**config.mk**
```make
export PLATFORM = sky130hd
export DESIGN_NAME = legacy_kbd_emu
export DESIGN_NICKNAME = d
export VERILOG_FILES = /design/src/rtl/legacy_kbd_pkg.sv /design/src/rtl/irq_rise_detect.sv /design/src/rtl/legacy_kbd_emu.sv
export SDC_FILE = /design/constraint.sdc
export NUM_CORES = 1
export LEC_CHECK = 0
export ABC_AREA = 1
export BUFFER_PORTS_ARGS = -buffer_cell sky130_fd_sc_hd__clkbuf_2
export CAP_MARGIN = 10
export CELL_PAD_IN_SITES_DETAIL_PLACEMENT = 0
export CELL_PAD_IN_SITES_GLOBAL_PLACEMENT = 1
export CORE_ASPECT_RATIO = 0.6
export CORE_MARGIN = 8
export CORE_UTILIZATION = 31
export DETAILED_ROUTE_END_ITERATION = 10
export HOLD_SLACK_MARGIN = 0.1
export PLACE_DENSITY_LB_ADDON = 0.2
export SLEW_MARGIN = 20
export SYNTH_ARGS = -nofsm -noshare
export SYNTH_HDL_FRONTEND = slang
export SYNTH_SLANG_ARGS = --single-unit
```
**constraint.sdc**
```tcl
create_clock -name clk -period 1.2 [get_ports clk]
set_input_delay 0.06 -clock clk [delete_from_list [all_inputs] [get_ports clk]]
set_output_delay 0.06 -clock clk [all_outputs]
set_load 0.02 [all_outputs]
```
**src/rtl/legacy_kbd_pkg.sv**
```systemverilog
/*
 * constants for the legacy keyboard and mouse emulation control block:
 * operational register offsets, bit positions, port numbers, reset values.
 * assumes a 32-bit operational register window and 16-bit host i/o ports.
 */
package legacy_kbd_pkg;
    // operational register offsets
    localparam logic [11:0] OFF_CONTROL = 12'h100;
    localparam logic [11:0] OFF_INPUT = 12'h104;
    localparam logic [11:0] OFF_OUTPUT = 12'h108;
    localparam logic [11:0] OFF_STATUS = 12'h10C;
    // legacy host i/o ports
    localparam logic [15:0] IO_DATA_PORT = 16'h0060;
    localparam logic [15:0] IO_CMD_PORT = 16'h0064;
    // gate sequence command byte and compared data bit
    localparam logic [7:0] GATE_SEQ_CMD = 8'hD1;
    localparam int GATE_DATA_BIT = 1;
    // control register bit positions
    localparam int CTL_EMU_EN = 0;
    localparam int CTL_EMU_IRQ = 1;
    localparam int CTL_CHAR_PEND = 2;
    localparam int CTL_IRQ_EN = 3;
    localparam int CTL_EXT_IRQ_EN = 4;
    localparam int CTL_GATE_SEQ = 5;
    localparam int CTL_KBD_SEEN = 6;
    localparam int CTL_MOUSE_SEEN = 7;
    localparam int CTL_GATE_STATE = 8;
    // status register bit positions
    localparam int ST_OUT_FULL = 0;
    localparam int ST_IN_FULL = 1;
    localparam int ST_CMD_DATA = 3;
    localparam int ST_AUX_FULL = 5;
    // reset values
    localparam logic [7:0] BYTE_RESET = 8'h00;
    localparam logic [31:0] WORD_RESET = 32'h00000000;
endpackage : legacy_kbd_pkg

```
**src/rtl/irq_rise_detect.sv**
```systemverilog
/*
 * rising edge detector for one interrupt level from the keyboard
 * controller. assumes the level is synchronous to clk.
 */
`timescale 1ns/1ps
module irq_rise_detect (
    input wire logic clk,
    input wire logic rst_n,
    input wire logic level,
    output logic rise
);
    typedef struct packed {
        logic prev;
    } edge_state_t;

    edge_state_t st_r;
    edge_state_t st_nxt;

    // remember last level
    always_comb begin
        st_nxt = st_r;
        st_nxt.prev = level;
    end

    always_ff @(posedge clk) begin
        if (!rst_n) begin
            st_r <= '0;
        end else begin
            st_r <= st_nxt;
        end
    end

    // one-cycle pulse on a low to high step
    assign rise = level & ~st_r.prev;
endmodule : irq_rise_detect

```
**src/rtl/legacy_kbd_emu.sv**
```systemverilog
/*
 * legacy keyboard and mouse emulation control: control, input, output and
 * status registers on the operational register port, host i/o decode of
 * the two legacy ports, legacy and emulation interrupts.
 * assumes single-cycle register and i/o requests synchronous to clk.
 */
`timescale 1ns/1ps
module legacy_kbd_emu
    import legacy_kbd_pkg::*;
(
    input wire logic clk,
    input wire logic rst_n,
    input wire logic mem_sel,
    input wire logic mem_wr,
    input wire logic [11:0] mem_addr,
    input wire logic [31:0] mem_wdata,
    output logic [31:0] mem_rdata,
    input wire logic io_sel,
    input wire logic io_wr,
    input wire logic [15:0] io_addr,
    input wire logic [7:0] io_wdata,
    output logic [7:0] io_rdata,
    output logic io_claim,
    input wire logic kbc_kbd_irq,
    input wire logic kbc_mouse_irq,
    output logic keyboard_interrupt,
    output logic mouse_interrupt,
    output logic emulation_irq
);
    typedef struct packed {
        logic emulation_enable;
        logic char_pending;
        logic legacy_irq_enable;
        logic external_irq_enable;
        logic gate_cmd_sequence;
        logic kbd_irq_seen;
        logic mouse_irq_seen;
        logic gate_line_state;
        logic kbd_sup;
        logic mouse_sup;
        logic gate_skip;
        logic emulation_irq_flag;
        logic kbd_int;
        logic mouse_int;
        logic io_claim;
        logic [7:0] in_data;
        logic [7:0] out_data;
        logic [7:0] status;
        logic [7:0] io_rdata;
        logic [31:0] mem_rdata;
    } state_t;

    state_t st_r;
    state_t st_nxt;
    logic kbd_rise;
    logic mouse_rise;
    logic io_hit;
    logic kbd_cond;
    logic mouse_cond;

    // legacy port match
    function automatic logic is_port(input logic [15:0] a,
                                     input logic [15:0] p);
        is_port = (a == p);
    endfunction : is_port

    // control register image, reserved bits zero
    function automatic logic [31:0] ctl_word(input state_t s);
        ctl_word = {23'h000000, s.gate_line_state, s.mouse_irq_seen,
                    s.kbd_irq_seen, s.gate_cmd_sequence,
                    s.external_irq_enable, s.legacy_irq_enable,
                    s.char_pending, s.emulation_irq_flag,
                    s.emulation_enable};
    endfunction : ctl_word

    irq_rise_detect u_kbd_edge (
        .clk(clk),
        .rst_n(rst_n),
        .level(kbc_kbd_irq),
        .rise(kbd_rise)
    );

    irq_rise_detect u_mouse_edge (
        .clk(clk),
        .rst_n(rst_n),
        .level(kbc_mouse_irq),
        .rise(mouse_rise)
    );

    // next state: register port, edges, i/o decode, interrupts
    always_comb begin
        st_nxt = st_r;
        // legacy ports decoded only while emulation on
        io_hit = io_sel && st_r.emulation_enable &&
                 (is_port(io_addr, IO_DATA_PORT) ||
                  is_port(io_addr, IO_CMD_PORT));
        // release a forced-low legacy line once its cause goes away
        kbd_cond = st_r.emulation_enable && st_r.legacy_irq_enable &&
                   st_r.status[ST_OUT_FULL] && !st_r.status[ST_AUX_FULL];
        mouse_cond = st_r.emulation_enable && st_r.legacy_irq_enable &&
                     st_r.status[ST_OUT_FULL] && st_r.status[ST_AUX_FULL];
        if (!kbd_cond) begin
            st_nxt.kbd_sup = 1'b0;
        end
        if (!mouse_cond) begin
            st_nxt.mouse_sup = 1'b0;
        end
        // register port writes, seen bits write-one-to-clear
        if (mem_sel && mem_wr) begin
            case (mem_addr)
                OFF_CONTROL: begin
                    st_nxt.emulation_enable = mem_wdata[CTL_EMU_EN];
                    st_nxt.char_pending = mem_wdata[CTL_CHAR_PEND];
                    st_nxt.legacy_irq_enable = mem_wdata[CTL_IRQ_EN];
                    st_nxt.external_irq_enable = mem_wdata[CTL_EXT_IRQ_EN];
                    st_nxt.gate_cmd_sequence = mem_wdata[CTL_GATE_SEQ];
                    st_nxt.gate_line_state = mem_wdata[CTL_GATE_STATE];
                    if (mem_wdata[CTL_KBD_SEEN]) begin
                        st_nxt.kbd_irq_seen = 1'b0;
                        st_nxt.kbd_sup = 1'b1;
                    end
                    if (mem_wdata[CTL_MOUSE_SEEN]) begin
                        st_nxt.mouse_irq_seen = 1'b0;
                        st_nxt.mouse_sup = 1'b1;
                    end
                end
                OFF_INPUT: st_nxt.in_data = mem_wdata[7:0];
                OFF_OUTPUT: st_nxt.out_data = mem_wdata[7:0];
                OFF_STATUS: st_nxt.status = mem_wdata[7:0];
                default: ;
            endcase
        end
        // a rising edge wins over a same-cycle clear
        if (kbd_rise) begin
            st_nxt.kbd_irq_seen = 1'b1;
        end
        if (mouse_rise) begin
            st_nxt.mouse_irq_seen = 1'b1;
        end
        // host i/o cycles with their side effects
        st_nxt.io_claim = io_hit;
        if (io_hit && !io_wr) begin
            if (is_port(io_addr, IO_DATA_PORT)) begin
                st_nxt.io_rdata = st_r.out_data;
                st_nxt.status[ST_OUT_FULL] = 1'b0;
            end else begin
                st_nxt.io_rdata = st_r.status;
            end
        end
        if (io_hit && io_wr) begin
            st_nxt.in_data = io_wdata;
            if (is_port(io_addr, IO_DATA_PORT)) begin
                st_nxt.status[ST_IN_FULL] = 1'b1;
                st_nxt.status[ST_CMD_DATA] = 1'b0;
                st_nxt.gate_skip = st_r.gate_cmd_sequence &&
                    (io_wdata[GATE_DATA_BIT] == st_r.gate_line_state);
            end else begin
                st_nxt.status[ST_IN_FULL] = 1'b0;
                st_nxt.status[ST_CMD_DATA] = 1'b1;
                st_nxt.gate_cmd_sequence = (io_wdata == GATE_SEQ_CMD);
                st_nxt.gate_skip = 1'b0;
            end
        end
        // legacy interrupt lines follow output full
        st_nxt.kbd_int = st_nxt.emulation_enable &&
                         st_nxt.legacy_irq_enable &&
                         st_nxt.status[ST_OUT_FULL] &&
                         !st_nxt.status[ST_AUX_FULL] &&
                         !st_nxt.kbd_sup;
        st_nxt.mouse_int = st_nxt.emulation_enable &&
                           st_nxt.legacy_irq_enable &&
                           st_nxt.status[ST_OUT_FULL] &&
                           st_nxt.status[ST_AUX_FULL] &&
                           !st_nxt.mouse_sup;
        // emulation interrupt condition
        st_nxt.emulation_irq_flag =
            (st_nxt.external_irq_enable &&
             (kbc_kbd_irq || kbc_mouse_irq)) ||
            (st_nxt.emulation_enable && st_nxt.char_pending &&
             !st_nxt.status[ST_OUT_FULL]) ||
            (st_nxt.emulation_enable && st_nxt.status[ST_IN_FULL] &&
             !st_nxt.gate_skip);
        // register port read data, one cycle later
        if (mem_sel && !mem_wr) begin
            case (mem_addr)
                OFF_CONTROL: st_nxt.mem_rdata = ctl_word(st_r);
                OFF_INPUT: st_nxt.mem_rdata = {24'h000000, st_r.in_data};
                OFF_OUTPUT: st_nxt.mem_rdata = {24'h000000, st_r.out_data};
                OFF_STATUS: st_nxt.mem_rdata = {24'h000000, st_r.status};
                default: st_nxt.mem_rdata = WORD_RESET;
            endcase
        end
    end

    // state register, all zero after reset
    always_ff @(posedge clk) begin
        if (!rst_n) begin
            st_r <= '0;
        end else begin
            st_r <= st_nxt;
        end
    end

    // outputs straight from flops
    assign mem_rdata = st_r.mem_rdata;
    assign io_rdata = st_r.io_rdata;
    assign io_claim = st_r.io_claim;
    assign keyboard_interrupt = st_r.kbd_int;
    assign mouse_interrupt = st_r.mouse_int;
    assign emulation_irq = st_r.emulation_irq_flag;

    logic io_wr60;
    logic io_wr64;
    logic io_rd60;
    logic io_rd64;
    assign io_wr60 = io_sel && io_wr && st_r.emulation_enable &&
                     is_port(io_addr, IO_DATA_PORT) && !mem_sel;
    assign io_wr64 = io_sel && io_wr && st_r.emulation_enable &&
                     is_port(io_addr, IO_CMD_PORT) && !mem_sel;
    assign io_rd60 = io_sel && !io_wr && st_r.emulation_enable &&
                     is_port(io_addr, IO_DATA_PORT) && !mem_sel;
    assign io_rd64 = io_sel && !io_wr && st_r.emulation_enable &&
                     is_port(io_addr, IO_CMD_PORT) && !mem_sel;
endmodule : legacy_kbd_emu

```
## After elaboration in Yosys (flattened, before gate mapping)

Index checks and enable logic that the tools add are counted.

| storage, ports and cells | value |
|---|---|
| logic and storage cells | 113 |
| output and inout bits | 44 |
| flip-flop bits (word level) | 81 |
| input port bits | 76 |

| operators by class | value |
|---|---|
| eq/ne operators | 8 |
| bitwise logic cells | 4 |
| reduce and logical (&&, ||, !) cells | 50 |
| muxes and demuxes | 27 |

Operator list:

| kind | number |
|---|---|
| 12-bit by 9-bit == test with 1-bit output (second input constant) | 4 |
| 8-bit 2-to-1 mux | 5 |
| 9-bit case mux with 4 select lines | 1 |
| 16-bit by 7-bit == test with 1-bit output (second input constant) | 2 |
| 24-bit 2-to-1 mux | 1 |
| 1-bit logical AND | 22 |
| 10-bit 2-to-1 mux | 2 |
| 2-bit nonzero test | 9 |
| 1-bit 2-to-1 mux | 17 |
| 2-bit AND reduction | 5 |
| 9-bit 2-to-1 mux | 1 |
| 8-bit == test (second input constant) | 1 |
| 1-bit zero test | 8 |
| 3-bit AND reduction | 2 |
| 1-bit logical OR | 4 |
| 1-bit AND | 2 |
| 1-bit NOT | 2 |
| 1-bit == test | 1 |

## Longest topological paths before layout

Gate-level depths: netlist (run 1).

| logic depth | value |
|---|---|
| word-level depth | 11 |
| depth in mapped cells | 11 |
| depth with buffers taken out | 11 |

## Modules after synthesis

A second synthesis (run 1) with hierarchy kept.

| second synthesis, totals | value |
|---|---|
| cells, all modules | 464 |
| area total of the unflattened synthesis | 3115.5 µm² |

By module, submodules not included:

| module | instances | cells an instance | area each (µm²) | seq. area each (µm²) |
|---|---|---|---|---|
| legacy_kbd_emu | 1 | 454 | 3040.4 | 1121.1 |
| irq_rise_detect | 2 | 5 | 37.5 | 20.0 |

## Worst setup path after synthesis (run 1)

No wires, ideal clock.

| timing | value |
|---|---|
| path type | register -> register |
| start | register st_r[78] (netlist bit) |
| end | register st_r (netlist bit io_rdata[6]) |
| stages on the path, launching flop included | 7 |
| path buffers | 1 |
| data arrival time | 1.193 ns |
| clock period less this slack | 1.251 ns |
| setup slack | -0.051 ns |
| data required time | 1.142 ns |
| library setup time | 0.058 ns |
| cell sequence | dfxtp_1 -> nand2_1 -> inv_1 -> nand4_1 -> buf_2 -> a21oi_1 -> o21a_1 |

| on the way | value |
|---|---|
| word-level cells in the longest chain between the ends | 3 |

RTL lines:

| what | line | text |
|---|---|---|
| from (decl) | legacy_kbd_emu.sv:53 | `state_t st_r;` |
| from (signal assigned) | legacy_kbd_emu.sv:200 | `st_r <= st_nxt;` |
| 1-bit logical AND (2 in a row) | legacy_kbd_emu.sv:94 | `io_hit = io_sel && st_r.emulation_enable &&` |
| 1-bit logical AND | legacy_kbd_emu.sv:142 | `if (io_hit && !io_wr) begin` |

No other way between the ends.
A chain may end at the register's enable or synchronous reset.

## Final worst setup path (run 1)

| timing | value |
|---|---|
| start | register st_r[78] (netlist bit) |
| end | register st_r (netlist bit emulation_irq) |

| on the way | value |
|---|---|
| word-level cells in the longest chain between the ends | 8 |
| elaborated cells on any way between the ends | 17 |
| those cells by class | mux (5); reduce/logical (12) |

RTL lines:

| what | line | text |
|---|---|---|
| 1-bit logical AND (2 in a row) | legacy_kbd_emu.sv:94 |  |
| 1-bit logical AND | legacy_kbd_emu.sv:142 |  |
| 9-bit 2-to-1 mux | legacy_kbd_emu.sv:142 |  |
| 1-bit zero test | legacy_kbd_emu.sv:180 | `!st_nxt.status[ST_OUT_FULL]) \|\|` |
| 1-bit logical AND | legacy_kbd_emu.sv:179 | `(st_nxt.emulation_enable && st_nxt.char_pending &&` |
| 1-bit logical OR | legacy_kbd_emu.sv:178 | `(kbc_kbd_irq \|\| kbc_mouse_irq)) \|\|` |
| 1-bit logical OR * | legacy_kbd_emu.sv:180 |  |

Every way passes the cells marked *; elsewhere a longest branch is shown, timed or not. The select of a mux whose other input is x is not followed.

==> metrics.md, run 1 <==
| Metric | Value |
|---|---|
| Status | `finished, violations left` |
| Failing checks | `negative setup slack` |
| Warnings, synthesis | `0` |
| All-Layer GR Usage | `15.8%` |
| Multiplexer share of the synthesized area | `0%` |
| PwrDens | `1090 mW/mm^2` |
| Register area | `0.00116 sq mm` |
| Maximum clock frequency | `0.810 GHz` |
| Compound-Gate Fraction of Synth Area | `15.9%` |
| Drt wl/cell | `14.7 um` |
| Bufs on Longest Clock Path | `2` |
| Synthesized cell area | `0.00330 sq mm` |
| Simple-Gate Fraction of Synth Area | `30.7%` |
| Placed cell count | `710` |
| Diode count | `0` |
| Largest family of logic cells by synthesized area | `simple AND/OR/NAND/NOR gates` |
| Core Box Area | `0.0105 sq mm` |
| PortBufs | `73` |
| Cts bufs inserted | `9` |
| Total Power | `4.93 mW` |
| Pre-CTS WS | `-0.239 ns` |
| Clock slew at reported path FFs | `0.05 ns` |
| Total grt overflow | `0` |
| CTS tree | `done` |
| MaxCap Viol Count | `0` |
| Xor/xnor share of the synthesized area | `0.266%` |
| Unrepaired setup endpoints after global routing | `true` |
| Most frequent cells in the layout | `100 x nand2_1, 73 x clkbuf_2, 61 x inv_1` |
| Critical path buffers and inverters | `2` |
| Clock root cell | `clkbuf_16` |
| FP Rows | `29` |
| Final Non-Filler Cells | `742` |
| Slowest-stage cell, CP | `dfxtp_4` |
| Detailed-route wire length | `10.9 mm` |
| TritonRoute pass-1 iters | `4` |
| Kind of critical path | `register to register` |
| First-pass GRT wire length | `17.4 mm` |
| Max FO, Critical Path | `6` |
| Worst path max stage delay | `0.38 ns` |
| Final Hold Viols | `0` |
| Worst path required time | `1.47 ns` |
| Seq/Total Area, Yosys | `35.2%` |
| Area of the multi-input gates | `0.00177 sq mm` |
| DRT iter0 DRCs | `126` |
| # setup viols final | `7` |
| Worst hold slack | `0.115 ns` |
| DRC viols | `0` |
| Unique cell type count in the Yosys netlist | `35` |
| Die height | `95.9 um` |
| Initial Util | `31.5%` |
| Total number of vias | `3340` |
| Pleak | `2.15 nW` |
| Share of cells above drive strength 1 | `30.8%` |
| Synthesized instance count | `484` |
| Synthesized flop and latch total | `58` |
| Class of the worst hold path | `input pin to register` |
| Post-DR vias/cell | `4.50` |
| Largest net degree at the start of global routing | `31` |
| Post-DRT Antenna Nets | `0` |
| Post-synthesis adder-cell area fraction | `0%` |
| Number of global-route vias before repair | `3326` |
| CP delay by family, top | `simple AND/OR/NAND/NOR gates` |
| Syn avg cell area | `6.81 sq um` |
| TritonCTS Sinks | `58` |
| Peak supply drop | `0.000668 V` |
| Final worst path period need | `1.23 ns` |
| Synth-to-Final Area Change | `37.6%` |
| Die area | `0.0143 sq mm` |
| Post-DP HPWL | `8.86 mm` |
| Clk_lat worst skew | `0.32 ns` |
| Routability Congestion | `0.883` |
| Io pins | `120` |
| FILL cells | `1133` |
| Final Util | `43.4%` |
| Setup crit end kind | `register` |
| Crit path DAT | `1.50 ns` |
| Initial antenna violation count | `0` |
| Fin. max-slew vios | `0` |
| H-tree depth | `3` |
| Commonest non-fill, non-tap cell in the layout | `nand2_1` |
| Tcrit/Tclk final | `103%` |
| Crit-path cells | `nand2_4 -> inv_6 -> nand4_4 -> buf_6 -> nand2_2 -> nor2_1 -> nor2_1 -> nand2_1 -> nand2_1` |
| Layout Nets | `674` |
| Crit start category | `register` |
| Post-route setup slack | `-0.0350 ns` |
| Die W | `149 um` |
| Clk_skew | `0.00283 ns` |
[registers in the layout, indices dropped and copies added (netlist names)]
register	flops
u_mouse_edge.st_r	1
io_rdata	8
st_r	35
keyboard_interrupt	1
mouse_interrupt	1
u_kbd_edge.st_r	1
mem_rdata	9
io_claim	1
emulation_irq	1
[synthesized netlist by cell type]
master,count,area share (%)
nand3_4,2,1.1
o211ai_1,2,0.46
nor3_1,2,0.30
clkbuf_1,7,0.80
buf_6,1,0.34
a21oi_1,38,5.8
nand2_2,2,0.38
nor4b_1,1,0.27
nand3b_1,3,0.68
nor3_4,1,0.49
a211oi_1,1,0.23
o21a_1,8,1.8
nor2_8,1,0.61
nor3b_2,1,0.38
clkinv_1,1,0.11
nor2_1,38,4.3
nand4_1,7,1.3
inv_2,1,0.11
nand2_1,106,12
conb_1,1,0.11
nor3_2,1,0.30
xnor2_1,1,0.27
nor2_2,12,2.3
buf_2,2,0.30
a21oi_2,1,0.27
nand2_4,1,0.34
o21ai_1,9,1.4
buf_4,40,9.1
o22ai_1,2,0.38
nand3_1,32,4.9
inv_1,62,7.1
nor2_4,1,0.34
o21ai_0,37,5.6
nand4_4,1,0.65
dfxtp_1,58,35
[cells by family (layout without fill, tap and decap cells)]
kind of cell | count (synthesis) | in the layout
simple gates | 212 | 212
buf+inv | 114 | 211
compound gates | 98 | 98
flops | 58 | 58
other cells | 1 | 23
xor+xnor | 1 | 1
[metrics by stage]
step	cell area (sq um)	TNS (ns)
3_3_place_gp	3920	-2.71
3_5_place_dp	3920	-4.11
5_1_grt	4540	-1.40
4_1_cts	4430	-0.114
2_1_floorplan	3390	0
6_report	4540	-0.0874
[what timing repair did]
action / 4_1_cts / 5_1_grt
resized for setup: 26 / 26
buffers inserted: 1 / 1
setup endpoints to repair: 22 / 24
endpoints found under the hold margin: 19 / 0
hold buffers: 14 / 0
pin swaps: 9 / 11
[worst reg2reg max path, cell delays in order (launching register included)]
cell and delay [ns]:
dfxtp_4 0.38, nand2_4 0.07, inv_6 0.07, nand4_4 0.14
buf_6 0.18, nand2_2 0.05, nor2_1 0.04, nor2_1 0.12
nand2_1 0.07, nand2_1 0.05
[path summary, 6_finish.rpt]
check / to / cells after the start / from / slack, ns
worst min-delay path: st_r[53]$_SDFFE_PN0P_ / 3 / mem_wdata[5] / 0.12
worst min register to register: st_r[73]$_SDFFE_PN0P_ / 1 / u_kbd_edge.st_r$_SDFF_PN0_ / 0.42
worst max-delay path: emulation_irq$_SDFF_PN0_ / 9 / st_r[78]$_SDFF_PN0_ / -0.03
worst max register to register: emulation_irq$_SDFF_PN0_ / 9 / st_r[78]$_SDFF_PN0_ / -0.03
[where the power goes]
group	internal, mW	switching (mW)
logic	0.162	0.278
registers	1.94	0.00425
clock network	1.65	0.898
[final cells by class]
class / count / area share, %
Multi-Input combinational cell: 334 / 38.9
Sequential cell: 58 / 25.7
Timing Repair Buffer: 131 / 19.7
Inverter: 64 / 5.40
Clock buffer: 11 / 5.35
Tap cell: 139 / 3.83
Clock inverter: 5 / 1.19
[metal layers]
| metal | vias to the layer above | GRT usage, % | part of all wire [%] |
|---|---|---|---|
| met5 | - | 0 | 0 |
| met4 | 0 | 3.51 | 0.71 |
| met3 | 8 | 4.88 | 7.8 |
| met2 | 94 | 22.1 | 39 |
| met1 | 1514 | 23.0 | 52 |
| li1 | 1724 | - | - |
Power figures use the tool's default switching activity.
==> run 2, diff against run 1 <==
--- a/config.mk
+++ b/config.mk
@@ -12,6 +12,5 @@
 export CELL_PAD_IN_SITES_GLOBAL_PLACEMENT = 1
 export CORE_ASPECT_RATIO = 0.6
-export CORE_MARGIN = 8
-export CORE_UTILIZATION = 31
+export CORE_UTILIZATION = 34
 export DETAILED_ROUTE_END_ITERATION = 10
 export HOLD_SLACK_MARGIN = 0.1
==> constraint.sdc (replaced) <==
create_clock -name clk -period 1.3 [get_ports clk]
set_input_delay 0.13 -clock clk [delete_from_list [all_inputs] [get_ports clk]]
set_output_delay 0.13 -clock clk [all_outputs]
set_load 0.02 [all_outputs]
==> run 2 against run 1 <==
Effect of this change:
- the flow now finishes without violations
- setup slack gained 0.065 ns
- register-to-register slack improved by 0.07 ns
- design area decreased by 5.0%
- critical path depth fell by 2
- critical path type unchanged
- critical endpoint is now st_r[74]$_SDFF_PN0_
==> metrics.md, run 2 (same netlist as run 1, synthesis figures left out) <==
| Metric | Value |
|---|---|
| Die W | `129 um (-13%)` |
| Cts bufs inserted | `9 (unchanged)` |
| Crit start category | `register` |
| Core Box Area | `0.00929 sq mm (-11%)` |
| Synth-to-Final Area Change | `30.8%` |
| Bufs on Longest Clock Path | `2 (unchanged)` |
| Total grt overflow | `0 (unchanged)` |
| Net Switching | `1.08 mW (-8.1%)` |
| Drt wl/cell | `13.8 um (-6.0%)` |
| Max FO, Critical Path | `5 (-1)` |
| Clk_lat worst skew | `0.33 ns (about the same)` |
| Tcrit/Tclk final | `97.7% (-5.3 points)` |
| Initial antenna violation count | `0 (unchanged)` |
| CTS tree | `done` |
| Combinational share of power | `8.3% (-0.6 points)` |
| Worst path required time | `1.56 ns (+0.09 ns)` |
| Pre-CTS WS | `-0.193 ns (+0.0465 ns)` |
| Die height | `78.3 um (-18%)` |
| Total number of vias | `3356 (+0.48%)` |
| First-pass GRT wire length | `15.6 mm (-10%)` |
| Reg power frac | `39.3% (about the same)` |
| Share of cells above drive strength 1 | `27.4% (-3.5 points)` |
| Detailed-route wire length | `9.99 mm (-8.5%)` |
| DRC viols | `0 (unchanged)` |
| Max Used Layer | `met4` |
| Kind of critical path | `register to register` |
| Final Util | `46.4% (+3.0 points)` |
| Most frequent cells in the layout | `105 x nand2_1, 73 x clkbuf_2, 61 x inv_1` |
| PortBufs | `73 (unchanged)` |
| Setup crit end kind | `register` |
| Io pins | `120 (unchanged)` |
| Maximum clock frequency | `0.788 GHz (-2.7%)` |
| TritonRoute pass-1 iters | `5 (+1)` |
| All-Layer GR Usage | `20.9% (+5.1 points)` |
| Diode count | `0 (unchanged)` |
| Post-DR vias/cell | `4.65 (+3.3%)` |
| Met2 wire len | `3.93 mm (-8.2%)` |
| PwrDens | `1060 mW/mm^2 (-2.6%)` |
| TritonCTS Sinks | `58 (unchanged)` |
| Metal3 WL | `719 um (-15%)` |
| Post-DP HPWL | `7.80 mm (-12%)` |
| Finished Cell Area | `0.00431 sq mm (-5.0%)` |
| Commonest non-fill, non-tap cell in the layout | `nand2_1` |
| FP Rows | `27 (-6.9%)` |
| Status | `complete, no violations` |
| Largest net degree at the start of global routing | `31 (unchanged)` |
| Layout Nets | `665 (-1.3%)` |
| Clock slew at reported path FFs | `0.05 ns (about the same)` |
| Clock root cell | `clkbuf_16` |
| Peak supply drop | `0.000697 V (+4.3%)` |
| Die area | `0.0101 sq mm (-29%)` |
| Final Hold Viols | `0 (unchanged)` |
| Dpl cell area | `0.00393 sq mm (+0.22%)` |
| DRT iter0 DRCs | `239 (+90%)` |
| Initial Util | `35.5% (+3.9 points)` |
| Biggest register | `st_r` |
| Crit path DAT | `1.53 ns (+0.03 ns)` |
| Met1 WL | `5.22 mm (-8.5%)` |
| Number of global-route vias before repair | `3031 (-8.9%)` |
| H-tree depth | `3 (unchanged)` |
| Class of the worst hold path | `input pin to register` |
| Final worst path period need | `1.27 ns (+0.0345 ns)` |
| Pleak | `2.08 nW (-3.7%)` |
| Post-route setup slack | `0.0305 ns (+0.0655 ns)` |
| Post-DRT Antenna Nets | `0 (unchanged)` |
| Clock power frac | `52.4% (+0.7 points)` |
| P_int | `3.48 mW (-7.2%)` |
| Clk_skew | `0.00367 ns (+0.000846 ns)` |
| MaxCap Viol Count | `0 (unchanged)` |
| Net Sw Frac | `23.8% (-0.18 points)` |
| Routability Congestion | `0.822 (-7.0%)` |
| Fin. max-slew vios | `0 (unchanged)` |
| # setup viols final | `0 (-7)` |
| Post-CTS Setup Bufs | `0 (-1)` |
| Unrepaired setup endpoints after global routing | `true` |
| FILL cells | `976 (-14%)` |
| Max reg flops | `35 (unchanged)` |
run 2: changes by cell type in the layout (fill, tap and decap cells not counted), moves of 3 or more:
cell / delta
nand3_1: +5
a21oi_2: -7
buf_6: -5
a21oi_1: +7
nand2_1: +5
dlygate4sd3_1: -9
nand2_2: -3
o21ai_0: +6
buf_4: +3
nand3_2: -4
o21ai_2: -4
run 2: critical path, cell delays in order (launching register included):
cell	delay [ns]
dfxtp_2	0.34
nand2_1	0.06
inv_2	0.13
nand3_2	0.12
nor2_4	0.14
buf_4	0.14
nand4_1	0.11
a21oi_1	0.15
run 2: metrics by stage:
| step | total power, mW | setup TNS, ns | hold WS, ns | instances |
|---|---|---|---|---|
| floorplan | 2.06 | 0 | 0.241 | 506 |
| global placement | 2.19 | -2.57 | 0.351 | 702 |
| detailed placement | 2.19 | -3.79 | 0.367 | 702 |
| CTS | 4.60 | 0 | 0.113 | 721 |
| global route | 4.72 | -0.175 | 0.141 | 722 |
| finish | 4.56 | 0 | 0.120 | 722 |
run 2: final cells by class:
cell class                 instances  area (sq um)  share of cell area, %
tap                              130           163                   3.77
sequential                        58          1160                   27.0
clock inverter                     3          40.0                  0.928
timing repair buffer             121           788                   18.3
inverter                          64           240                   5.57
clock buffer                      11           253                   5.86
multi-input combinational        335          1670                   38.6
run 2: path summary, 6_finish.rpt:
| path | start | endpoint | slack, ns | cells past startpoint |
|---|---|---|---|---|
| worst max-delay path | st_r[78]$_SDFF_PN0_ | st_r[74]$_SDFF_PN0_ | 0.03 | 7 |
| worst min-delay path | io_wdata[2] | st_r[58]$_SDFFE_PN0P_ | 0.12 | 3 |
| worst max register to register | st_r[78]$_SDFF_PN0_ | st_r[74]$_SDFF_PN0_ | 0.03 | 7 |
| worst min register to register | u_kbd_edge.st_r$_SDFF_PN0_ | st_r[73]$_SDFFE_PN0P_ | 0.43 | 1 |
run 2: timing repair:
action,4_1_cts,5_1_grt
pin swaps,1,3
endpoints found under the hold margin,7,0
endpoints found under the setup margin,9,9
gates cloned,0,1
gates resized for setup,2,9
hold buffers,5,0
run 2: metal layers:
layer	vias to the layer above	GRT usage [%]
met5	-	0
met2	116	28.9
met1	1521	31.3
met3	11	4.64
met4	0	6.35
li1	1708	-
run 2: power groups by stage:
stage	Clock [mW]	Combinational (mW)	Sequential, mW
3_3_place_gp	0	0.359	1.83
5_1_grt	2.51	0.417	1.79
4_1_cts	2.43	0.377	1.79
2_1_floorplan	0	0.232	1.83
6_report	2.39	0.381	1.79
3_5_place_dp	0	0.364	1.83
